[src/common/rrag_pkg.sv]
/*
 Package of the ROM/RAM address generator: widths, RAM window, opcode
 classes of the address logic and the carrier structs.
 Assumes a core that decodes instructions into the operation class below.
*/
package rrag_pkg;

   // ----------------------------------------------------------------
   // Widths and map
   // ----------------------------------------------------------------
   localparam int RRAG_IW = 10;                 // Instruction / ROM word
   localparam int RRAG_PCW = 14;                // Program counter
   localparam int RRAG_RAW = 10;                // RAM address
   localparam int RRAG_PGW = 8;                 // Word-in-page bits
   localparam int RRAG_ZPW = 6;                 // Zero-page target bits
   localparam int RRAG_TIW = 4;                 // Table immediate bits
   localparam int RRAG_NIB = 4;                 // Accumulator width
   localparam int RRAG_MRW = 4;                 // Memory-register index
   localparam logic [RRAG_RAW-1:0] RRAG_MR_BASE = 10'h040;
   localparam logic [RRAG_PGW-1:0] RRAG_PAGE_LAST = 8'hff;
   localparam int RRAG_FLAG_ACC = 8;            // Load accumulator pair
   localparam int RRAG_FLAG_PORT = 9;           // Load port registers
   localparam logic [RRAG_PCW-1:0] RRAG_PC_RESET = 14'h0000;

   // ----------------------------------------------------------------
   // Operation classes
   // ----------------------------------------------------------------
   typedef enum logic [3:0] {
      RRAG_OP_SEQ,          // Plain instruction, one word
      RRAG_OP_RAM_IND,      // RAM access via bank/row/column
      RRAG_OP_RAM_DIR,      // Two-word direct RAM access
      RRAG_OP_MEMREG,       // load_acc_from_memreg / swap_acc_memreg
      RRAG_OP_LONG,         // long_jump, long_branch, long_subroutine_jump
      RRAG_OP_INPAGE,       // in_page_jump
      RRAG_OP_ZPAGE,        // zero_page_subroutine_jump
      RRAG_OP_TABLE_JMP,    // table_jump
      RRAG_OP_TABLE_FETCH   // rom_table_fetch
   } rrag_op_e;

   // Decoded request from the core
   typedef struct packed {
      logic valid;
      rrag_op_e op;
      logic [RRAG_PCW-1:0] imm;        // Immediate, right-aligned
      logic [RRAG_MRW-1:0] mr_idx;     // Memory-register index
   } rrag_req_s;

   // Core register view
   typedef struct packed {
      logic [1:0] bank;                // ram_bank_select
      logic [3:0] row;                 // ram_row_sel
      logic [3:0] col;                 // ram_column_sel
      logic [RRAG_NIB-1:0] acc;
      logic [RRAG_NIB-1:0] aux;        // aux_accumulator
   } rrag_regs_s;

   // RAM address answer
   typedef struct packed {
      logic valid;
      logic [RRAG_RAW-1:0] addr;
   } rrag_ram_s;

endpackage

[src/verilog/rrag_top.sv]
/*
 ROM/RAM address generator of a 4-bit core with 10-bit instruction words.
 Assumes the core presents one decoded word per fetch_en pulse together
 with the word itself; ROM data for table fetch arrives one cycle later.
*/
// Operation
// [RL1] Indirect RAM address is bank, row and column concatenated, ten bits.
// [RL2] Direct RAM access takes two words; second word is the address.
// [RL3] Sixteen memory registers sit at RAM 040 upward.
// [RL4] Long jumps load all fourteen counter bits from the immediate.
// [RL5] ROM is 64 pages of 256 words; low byte selects word.
// [RL6] In-page jump replaces only the low eight counter bits.
// [RL7] In-page jump at a page's last word lands in the next page.
// [RL8] Zero-page call loads six low bits, clears upper eight.
// [RL9] Table jump target built from immediate, accumulator and aux.
// [RL10] Table fetch word bit 8 loads accumulator pair with low byte.
// [RL11] Table fetch word bit 9 loads both port registers with low byte.
// [RL12] Both flags set update accumulator pair and ports together.
// [RL13] Table fetch leaves counter on normal sequencing.
// [RL14] ROM and instruction words are ten bits wide.
// [RL15] Counter advances one per fetched word, second words included.
// [RL16] Table target is immediate, then accumulator, then aux; rest zero.
`timescale 1ns/1ps
`default_nettype none
module rrag_top
   import rrag_pkg::*;
#(
   parameter int PAGES = 64,
   parameter int PAGE_WORDS = 256
)
(
   input wire logic clk,
   input wire logic resetn,
   input wire logic fetch_en,
   input wire logic [RRAG_IW-1:0] fetch_word,
   input wire rrag_req_s req,
   input wire rrag_regs_s regs,
   input wire logic [RRAG_IW-1:0] rom_data,
   output logic [RRAG_PCW-1:0] pc,
   output logic [RRAG_PCW-1:0] table_addr,
   output logic table_rd,
   output rrag_ram_s ram,
   output logic acc_we,
   output logic [RRAG_NIB-1:0] acc_out,
   output logic [RRAG_NIB-1:0] aux_out,
   output logic [RRAG_NIB-1:0] port_one_out,
   output logic [RRAG_NIB-1:0] port_two_out
);
   // ----------------------------------------------------------------
   // State
   // ----------------------------------------------------------------
   typedef struct packed {
      logic [1:0] rst_sync;
      logic [RRAG_PCW-1:0] pc;
      logic second;                     // Next word is an operand
      logic fetch_pend;                 // Table word due this cycle
      logic acc_we;
      logic [RRAG_NIB-1:0] acc;
      logic [RRAG_NIB-1:0] aux;
      logic [RRAG_NIB-1:0] p1;
      logic [RRAG_NIB-1:0] p2;
   } rrag_state_s;

   rrag_state_s s_q;
   rrag_state_s s_d;
   logic rst_n;
   logic [RRAG_PCW-1:0] pc_inc;
   logic [RRAG_PCW-1:0] tbl;
   logic page_end;

   assign rst_n = s_q.rst_sync[1];
   assign pc_inc = s_q.pc + 14'h0001;
   assign page_end = (s_q.pc[RRAG_PGW-1:0] == RRAG_PAGE_LAST);
   // Table target: imm above acc above aux, upper bits clear
   assign tbl = {{(RRAG_PCW-RRAG_TIW-2*RRAG_NIB){1'b0}}, req.imm[RRAG_TIW-1:0],
                 regs.acc, regs.aux}; // RL9 RL16

   // ----------------------------------------------------------------
   // RAM address former
   // ----------------------------------------------------------------
   rrag_ram_addr u_ram (
      .op(req.op),
      .second_word(s_q.second),
      .word(fetch_word), // RL14
      .regs(regs),
      .mr_idx(req.mr_idx),
      .ram(ram)
   );

   // ----------------------------------------------------------------
   // Next state
   // ----------------------------------------------------------------
   always_comb begin
      s_d = s_q;
      s_d.rst_sync = {s_q.rst_sync[0], 1'b1};
      s_d.fetch_pend = 1'b0;
      s_d.acc_we = 1'b0;
      // Table word returns: flag bits steer the low byte
      if (s_q.fetch_pend) begin
         if (rom_data[RRAG_FLAG_ACC]) begin // RL10 RL12
            s_d.acc_we = 1'b1;
            s_d.acc = rom_data[RRAG_NIB-1:0];
            s_d.aux = rom_data[2*RRAG_NIB-1:RRAG_NIB];
         end
         if (rom_data[RRAG_FLAG_PORT]) begin // RL11 RL12
            s_d.p1 = rom_data[RRAG_NIB-1:0];
            s_d.p2 = rom_data[2*RRAG_NIB-1:RRAG_NIB];
         end
      end
      if (fetch_en) begin
         s_d.pc = pc_inc; // RL15 RL13
         if (s_q.second) begin
            s_d.second = 1'b0; // RL15
         end else if (req.valid) begin
            case (req.op)
               RRAG_OP_RAM_DIR: begin
                  s_d.second = 1'b1; // RL2
               end
               RRAG_OP_LONG: begin
                  s_d.pc = req.imm; // RL4
               end
               RRAG_OP_INPAGE: begin
                  // Last word of page: page bits taken from pc+1
                  if (page_end) begin
                     s_d.pc = {pc_inc[RRAG_PCW-1:RRAG_PGW], req.imm[RRAG_PGW-1:0]}; // RL7
                  end else begin
                     s_d.pc = {s_q.pc[RRAG_PCW-1:RRAG_PGW], req.imm[RRAG_PGW-1:0]}; // RL6 RL5
                  end
               end
               RRAG_OP_ZPAGE: begin
                  s_d.pc = {{(RRAG_PCW-RRAG_ZPW){1'b0}}, req.imm[RRAG_ZPW-1:0]}; // RL8
               end
               RRAG_OP_TABLE_JMP: begin
                  s_d.pc = tbl; // RL9
               end
               RRAG_OP_TABLE_FETCH: begin
                  s_d.fetch_pend = 1'b1; // RL13
               end
               default: begin
                  s_d.second = 1'b0;
               end
            endcase
         end
      end
   end

   // ----------------------------------------------------------------
   // Registers
   // ----------------------------------------------------------------
   always_ff @(posedge clk or negedge resetn) begin
      if (!resetn) begin
         s_q <= '0;
      end else if (!rst_n) begin
         s_q <= '0;
         s_q.rst_sync <= {s_q.rst_sync[0], 1'b1};
         s_q.pc <= RRAG_PC_RESET;
      end else begin
         s_q <= s_d;
      end
   end

   // Outputs
   assign pc = s_q.pc;
   assign table_addr = tbl;
   assign table_rd = fetch_en & req.valid & ~s_q.second & (req.op == RRAG_OP_TABLE_FETCH);
   assign acc_we = s_q.acc_we;
   assign acc_out = s_q.acc;
   assign aux_out = s_q.aux;
   assign port_one_out = s_q.p1;
   assign port_two_out = s_q.p2;

   // ----------------------------------------------------------------
   // Checks
   // ----------------------------------------------------------------
   long_load_a: assert property (@(posedge clk) disable iff (!rst_n) // RL4
      fetch_en && req.valid && !s_q.second && req.op == RRAG_OP_LONG |=> pc == $past(req.imm))
      else $error("long jump target not loaded");
   in_page_a: assert property (@(posedge clk) disable iff (!rst_n) // RL6
      fetch_en && req.valid && !s_q.second && req.op == RRAG_OP_INPAGE && !page_end
      |=> pc[13:8] == $past(s_q.pc[13:8]) && pc[7:0] == $past(req.imm[7:0]))
      else $error("in-page jump wrong");
   page_cross_a: assert property (@(posedge clk) disable iff (!rst_n) // RL7
      fetch_en && req.valid && !s_q.second && req.op == RRAG_OP_INPAGE && page_end
      |=> pc[13:8] == $past(s_q.pc[13:8]) + 6'h01)
      else $error("boundary jump not in next page");
   zero_page_a: assert property (@(posedge clk) disable iff (!rst_n) // RL8
      fetch_en && req.valid && !s_q.second && req.op == RRAG_OP_ZPAGE
      |=> pc[13:6] == 8'h00 && pc[5:0] == $past(req.imm[5:0]))
      else $error("zero-page call wrong");
   table_jump_a: assert property (@(posedge clk) disable iff (!rst_n) // RL16
      fetch_en && req.valid && !s_q.second && req.op == RRAG_OP_TABLE_JMP
      |=> pc == {2'h0, $past(req.imm[3:0]), $past(regs.acc), $past(regs.aux)})
      else $error("table jump target wrong");
   fetch_seq_a: assert property (@(posedge clk) disable iff (!rst_n) // RL13
      fetch_en && req.valid && !s_q.second && req.op == RRAG_OP_TABLE_FETCH
      |=> pc == $past(s_q.pc) + 14'h0001)
      else $error("table fetch moved counter");
   acc_load_a: assert property (@(posedge clk) disable iff (!rst_n) // RL10
      s_q.fetch_pend && rom_data[8] |=> acc_we && {aux_out, acc_out} == $past(rom_data[7:0]))
      else $error("accumulator pair not loaded");
   port_load_a: assert property (@(posedge clk) disable iff (!rst_n) // RL11
      s_q.fetch_pend && rom_data[9]
      |=> {port_two_out, port_one_out} == $past(rom_data[7:0]))
      else $error("port registers not loaded");
   port_keep_a: assert property (@(posedge clk) disable iff (!rst_n) // RL12
      !s_q.fetch_pend |=> $stable(port_one_out) && $stable(port_two_out))
      else $error("ports changed without fetch");
   direct_ram_a: assert property (@(posedge clk) disable iff (!rst_n) // RL2
      fetch_en && req.valid && !s_q.second && req.op == RRAG_OP_RAM_DIR |=> s_q.second)
      else $error("direct access lost operand word");
endmodule
`default_nettype wire

[src/verilog/rrag_ram_addr.sv]
/*
 RAM address former: picks indirect, direct or memory-register address.
 Assumes the direct operand word arrives with the second fetched word.
*/
`timescale 1ns/1ps
`default_nettype none
module rrag_ram_addr
   import rrag_pkg::*;
(
   input wire rrag_op_e op,
   input wire logic second_word,
   input wire logic [RRAG_IW-1:0] word,
   input wire rrag_regs_s regs,
   input wire logic [RRAG_MRW-1:0] mr_idx,
   output rrag_ram_s ram
);
   // ----------------------------------------------------------------
   // Address selection
   // ----------------------------------------------------------------
   // Operand word wins: its decode is meaningless, so op is not looked at
   always_comb begin
      ram = '0;
      if (second_word) begin
         ram.valid = 1'b1;
         ram.addr = word; // RL2
      end else begin
         case (op)
            RRAG_OP_RAM_IND: begin
               ram.valid = 1'b1;
               ram.addr = {regs.bank, regs.row, regs.col}; // RL1
            end
            RRAG_OP_MEMREG: begin
               ram.valid = 1'b1;
               ram.addr = RRAG_MR_BASE | {{(RRAG_RAW-RRAG_MRW){1'b0}}, mr_idx}; // RL3
            end
            default: begin
               ram = '0;
            end
         endcase
      end
   end
endmodule
`default_nettype wire

[config.mk]
export PLATFORM = sky130hd
export DESIGN_NAME = rrag_top
export DESIGN_NICKNAME = d
export VERILOG_FILES = /design/src/common/rrag_pkg.sv /design/src/verilog/rrag_top.sv /design/src/verilog/rrag_ram_addr.sv
export SDC_FILE = /design/constraint.sdc
export NUM_CORES = 1
export LEC_CHECK = 0
export ABC_AREA = 1
export BUFFER_PORTS_ARGS = -buffer_cell sky130_fd_sc_hd__buf_2
export CORE_MARGIN = 8
export CORE_UTILIZATION = 47
export DETAILED_ROUTE_END_ITERATION = 10
export PLACE_DENSITY_LB_ADDON = 0.08
export SLEW_MARGIN = 20
export SYNTH_ARGS = -nofsm -noshare
export SYNTH_HDL_FRONTEND = slang
export SYNTH_SLANG_ARGS = --single-unit
[constraint.sdc]
create_clock -name clk -period 2.1 [get_ports clk]
set_clock_uncertainty 0.2 [all_clocks]
set_input_delay 0.42 -clock clk [delete_from_list [all_inputs] [get_ports clk]]
set_output_delay 0.42 -clock clk [all_outputs]
set_load 0.01 [all_outputs]
### After elaboration in Yosys (flattened, before gate mapping)

Index checks and enable logic that the tools add are counted.

| storage, ports and cells | value |
|---|---|
| register bits | 35 |
| output and inout bits | 57 |
| word-level logic and storage cells | 47 |

| cells by class | value |
|---|---|
| $add $sub $neg | 1 |
| eq/ne operators | 14 |
| mux-type cells | 15 |
| bitwise operators | 4 |
| reduce and logical (&&, ||, !) cells | 3 |

Operator list:

| cell | number |
|---|---|
| $pmux 14 s4 | 1 |
| $mux 33 | 1 |
| $mux 16 | 2 |
| $mux 14 | 2 |
| $pmux 11 s2 | 1 |
| $mux 17 | 1 |
| $eq 4x3->1 const B | 4 |
| $add 14x1->14 const B | 1 |
| $mux 11 | 1 |
| $mux 9 | 1 |
| $eq 4x2->1 const B | 2 |
| $eq 8x8->1 const B | 1 |
| $mux 8 | 1 |
| $ne 2x2->1 const B | 4 |
| $reduce_and 2->1 | 3 |
| $ne 5x5->1 const B | 1 |
| $eq 4x1->1 const B | 1 |
| $eq 4x4->1 const B | 1 |
| $mux 1 | 4 |
| $and 1x1->1 | 3 |
| $not 1->1 | 1 |

### Longest topological paths before layout

| depth | value |
|---|---|
| word-level depth | 7 |
| gate-level depth with buffers | 9 |
| gate-level depth less buffers | 9 |

### By module

Synthesis repeated with hierarchy kept, for this count alone.

| unflattened totals | value |
|---|---|
| cells, all modules | 378 |
| area, all modules | 2662.6 µm² |

Modules (own cells, without submodules):

| module | times used | cells each | area each (µm²) | seq. area each (µm²) |
|---|---|---|---|---|
| rrag_top | 1 | 323 | 2399.8 | 875.8 |
| rrag_ram_addr | 1 | 55 | 262.8 | 0.0 |

### Worst setup path before layout

Ideal clock, no wire load.

| timing | value |
|---|---|
| path kind | in2out |
| start point | input req[21] in the netlist's numbering |
| end point | output ram[0] in the netlist's numbering |
| arrival time | 1268 ps |
| slack | 212 ps |
| cell stages on the path | 5 |
| buffers on the path | 0 |
| cells stage by stage | nor2_1 -> nand2_1 -> inv_1 -> nand2_1 -> a31oi_1 |

RTL lines:

| what | line | source |
|---|---|---|
| start, declared | rrag_top.sv:36 | `input wire rrag_req_s req,` |
| end, declared | rrag_top.sv:42 | `output rrag_ram_s ram,` |

### Worst setup path in the final report

| timing | value |
|---|---|
| start point | register s_q[18] in the netlist's numbering |
| end point | output table_rd |

| between the ends | value |
|---|---|
| longest elaborated chain between the ends | 3 |

RTL lines:

| what | line | source |
|---|---|---|
| start, declared | rrag_top.sv:64 | `rrag_state_s s_q;` |
| $not 1->1 | rrag_top.sv:165 | `assign table_rd = fetch_en & req.valid & ~s_q.second & (req.op == RRAG_OP_TABLE_FETCH);` |
| $and 1x1->1 (2 in series) | rrag_top.sv:165 |  |
| end, declared | rrag_top.sv:41 | `output logic table_rd,` |

Every way passes these cells.

==> impl_metrics.csv <==
group,metric,value,unit
layout,final_nets,513,
yosys,syn-mean-instance-area,7.04,µm²
worst_setup_path,worstRegToRegCells,8,
layout,finalCoreUtilization,56.8,%
die,initial_utilization,47.4,%
global_routing,track_usage,18.7,%
worst_setup_path,crit_buf_inv,3,
run,cap_violations,0,
layout,num_antenna_cells,0,
pwr,internal-power,1.05,mW
yosys,yosys-top-cells-count,"nand2_1, nand3_1, buf_4",
layout,regArea,877,µm²
global_routing,grt_max_degree,36,
clock_network,cts_buffers,5,
yosys,yosysMostFrequentCell,"nand2_1",
layout,stdcell_count,521,
worst_setup_path,r2r_setup_slack,0.21,ns
layout,design_area,3050,µm²
placed_design,io_buffers,118,
yosys,synth_adder_area_share,0.491,%
yosys,syn_area,2550,µm²
detailed_routing,drtPass1Iterations,5,
global_routing,antenna_found_initial,0,
detailed_routing,routed_wl,7300,µm
placed_design,place_hpwl,5850,µm
clock_network,clock-sinks,35,
yosys,synth_xor_area_share,0.688,%
sta,period_share,93.6,%
yosys,synth_compound_area_share,10.7,%
yosys,synth.area.mux_share,0,%
yosys,synth_edf_count,0,
placed_design,placedCellCount,510,
detailed_routing,remaining_drc_errors,0,
clock_network,cts.clk_slew.worst_paths,0.08,ns
worst_setup_path,cp_top_family,"flip-flops",
yosys,yosysWarnings,0,
die,die_h,89.6,µm
layout,multi_input_area,1190,µm²
status,status,"completed",
clock_network,clkLatencyLatePin,0.29,ns
min_path,hp-start,"rom_data[4]",
detailed_routing,vias_per_cell,4.97,
worst_setup_path,crit_slowest_cell,"dfrtp_2",
placed_design,dpl_cell_area,2920,µm²
layout,syn2layout_area_growth,19.8,%
pwr,max-vdd-ir-drop,0.297,mV
detailed_routing,num_vias,2588,
sta,grt_setup_unrepaired,"no",
pwr,p_sw_share,28.6,%
pwr,finalPower,1.48,mW
pwr,pwr-share-clk,35.8,%
worst_setup_path,cp.arrival,1.35,ns
detailed_routing,drt-wirelength-per-cell,14.0,µm
pwr,seqPwrFrac,47.2,%
die,die_area,8030,µm²
worst_setup_path,cp_data_required_time,1.48,ns
yosys,synthDistinctLibCells,30,
sta,final_max_slew_viol_count,0,
sta,period_needed,1.97,ns
die,ios,121,
yosys,yosys_most_used_dff,"dfrtp_1",
pwr,p_leak,1.75,nW
yosys,synth_top_area_share,34.4,%
yosys,synth-seq-cells,35,
clock_network,clk_path_buf_depth,2,
worst_setup_path,critical_path_class,"reg2out",
layout,drive_gt1_share,33.9,%
die,num_rows,27,
die,die_w,89.6,µm
yosys,synth-simple-area-share,34.1,%
yosys,syn_inst,362,
worst_setup_path,path_cells,"inv_4 -> nand2_4 -> nor3_1 -> nand4_1 -> inv_1 -> buf_2",
worst_setup_path,path_max_fanout,3,
sta,hold_viol_final,0,
clock_network,cts_tree,"yes",
pwr,comb_power_share,17.0,%
min_path,holdPathStages,3,
yosys,synth_top_family_by_area,"simple AND/OR/NAND/NOR gates",
worst_setup_path,reg2reg_to,"pc[13]",
worst_setup_path,slowest_delay,0.43,ns
global_routing,grt_pass1_wl,11700,µm
sta,timing.fmax,0.508,GHz
detailed_routing,drt-initial-drc-count,108,
global_routing,grt_pass1_vias,2580,
min_path,min_to,"aux_out[0]",
global_routing,grt-ovfl-total,0,
yosys,yosys-top-cells-area,"dfrtp_1, nand2_1, buf_4",
sta,fin_setup_tns,0,ns
die,coreArea,5370,µm²
pwr,powerDensity,484,nW/µm²
yosys,yosys.area.top_type,"dfrtp_1",
detailed_routing,ant_nets,0,
yosys,ys_async_sr_fraction,100,%
yosys,ys_seq_area_share,34.4,%
layout,fillers,529,
min_path,holdCritPathClass,"in2reg",
worst_setup_path,cp-end-kind,"output port",
clock_network,h-tree-depth,2,
clock_network,cts_root_buf,"clkbuf_8",
worst_setup_path,crit_path_start_kind,"flop",
pwr,power.switching,0.422,mW
placed_design,gp_congestion,0.884,
worst_setup_path,r2r_start,"pc[0]",
sta,finalSetupViolCount,0,
through the flow:
step                      setup WS [ns]  hold WS (ns)
final                             0.133         0.142
after global routing            0.00608         0.139
after detailed placement          0.115         0.137
after global placement            0.166         0.132
after floorplan                   0.212       -0.0756
after CTS                       0.00149         0.142
tightest hold or removal path, cell delays in order:
cell and delay [ns]:
buf_2 0.09, nand2_1 0.05, nand2_1 0.05
cell usage in the layout, fill, tap and decap left out, drive strengths merged, types with 3 or more instances in the layout:
cell type / Yosys / final
a21oi: 6 / 6
a31oi: 8 / 8
clkbuf: 2 / 6
dfrtp: 35 / 35
nand4: 4 / 4
conb: 2 / 3
o21ai: 27 / 27
nand3: 57 / 57
nand2: 106 / 106
nor2: 24 / 24
buf: 48 / 127
inv: 32 / 32
repair_timing:
item	CTS	global route
gates resized for setup	0	4
buffers inserted	0	2
hold buffers	1	0
setup endpoints to repair	0	11
endpoints found under the hold margin	35	0
how the worst max path moves through the flow:
| stage | startpoint | to | cells past startpoint |
|---|---|---|---|
| after detailed placement | req[18] | ram[6] | 8 |
| after CTS | s_q[18] | ram[4] | 5 |
| after global placement | req[19] | ram[6] | 7 |
| after global routing | s_q[18] | table_rd | 6 |
| after floorplan | req[21] | ram[0] | 5 |
| final | s_q[18] | table_rd | 6 |
kinds of logic after synthesis:
logic type | Yosys count
XOR/XNOR | 2
AND/OR/NAND/NOR | 193
other | 2
flip-flops | 35
adder cells (fa/ha/maj) | 1
AO/OA/AOI/OAI | 46
buffers and inverters | 83
layer usage:
layer / GRT usage [%] / wire (µm) / vias up
met1: 23.4 / 3360 / 1157
met2: 29.4 / 3210 / 115
met3: 6.64 / 690 / 4
met4: 6.04 / 38 / 0
met5: 0 / 0 / -
li1: - / - / 1312
state kept, by name, summed over array words and instances (netlist names):
register and cells:
acc_out 4, rst_n 1, acc_we 1, aux_out 4, s_d 1, port_two_out 4
s_q 2, pc 14, port_one_out 4
power groups by stage:
stage	sequential (mW)	combinational, mW	clock, mW
after floorplan	0.707	0.141	0
after global placement	0.709	0.246	0
after detailed placement	0.710	0.248	0
after CTS	0.696	0.251	0.545
after global routing	0.698	0.280	0.579
final	0.696	0.251	0.528
final cells by class:
| class | instances | share of cell area [%] |
|---|---|---|
| Inverter | 33 | 4.18 |
| Tap cell | 72 | 2.95 |
| Timing Repair Buffer | 128 | 22.0 |
| Sequential cell | 35 | 28.7 |
| Clock inverter | 2 | 0.533 |
| Clock buffer | 6 | 2.71 |
| Multi-Input combinational cell | 245 | 38.9 |
No activity file was read; power rests on OpenSTA's default activity.
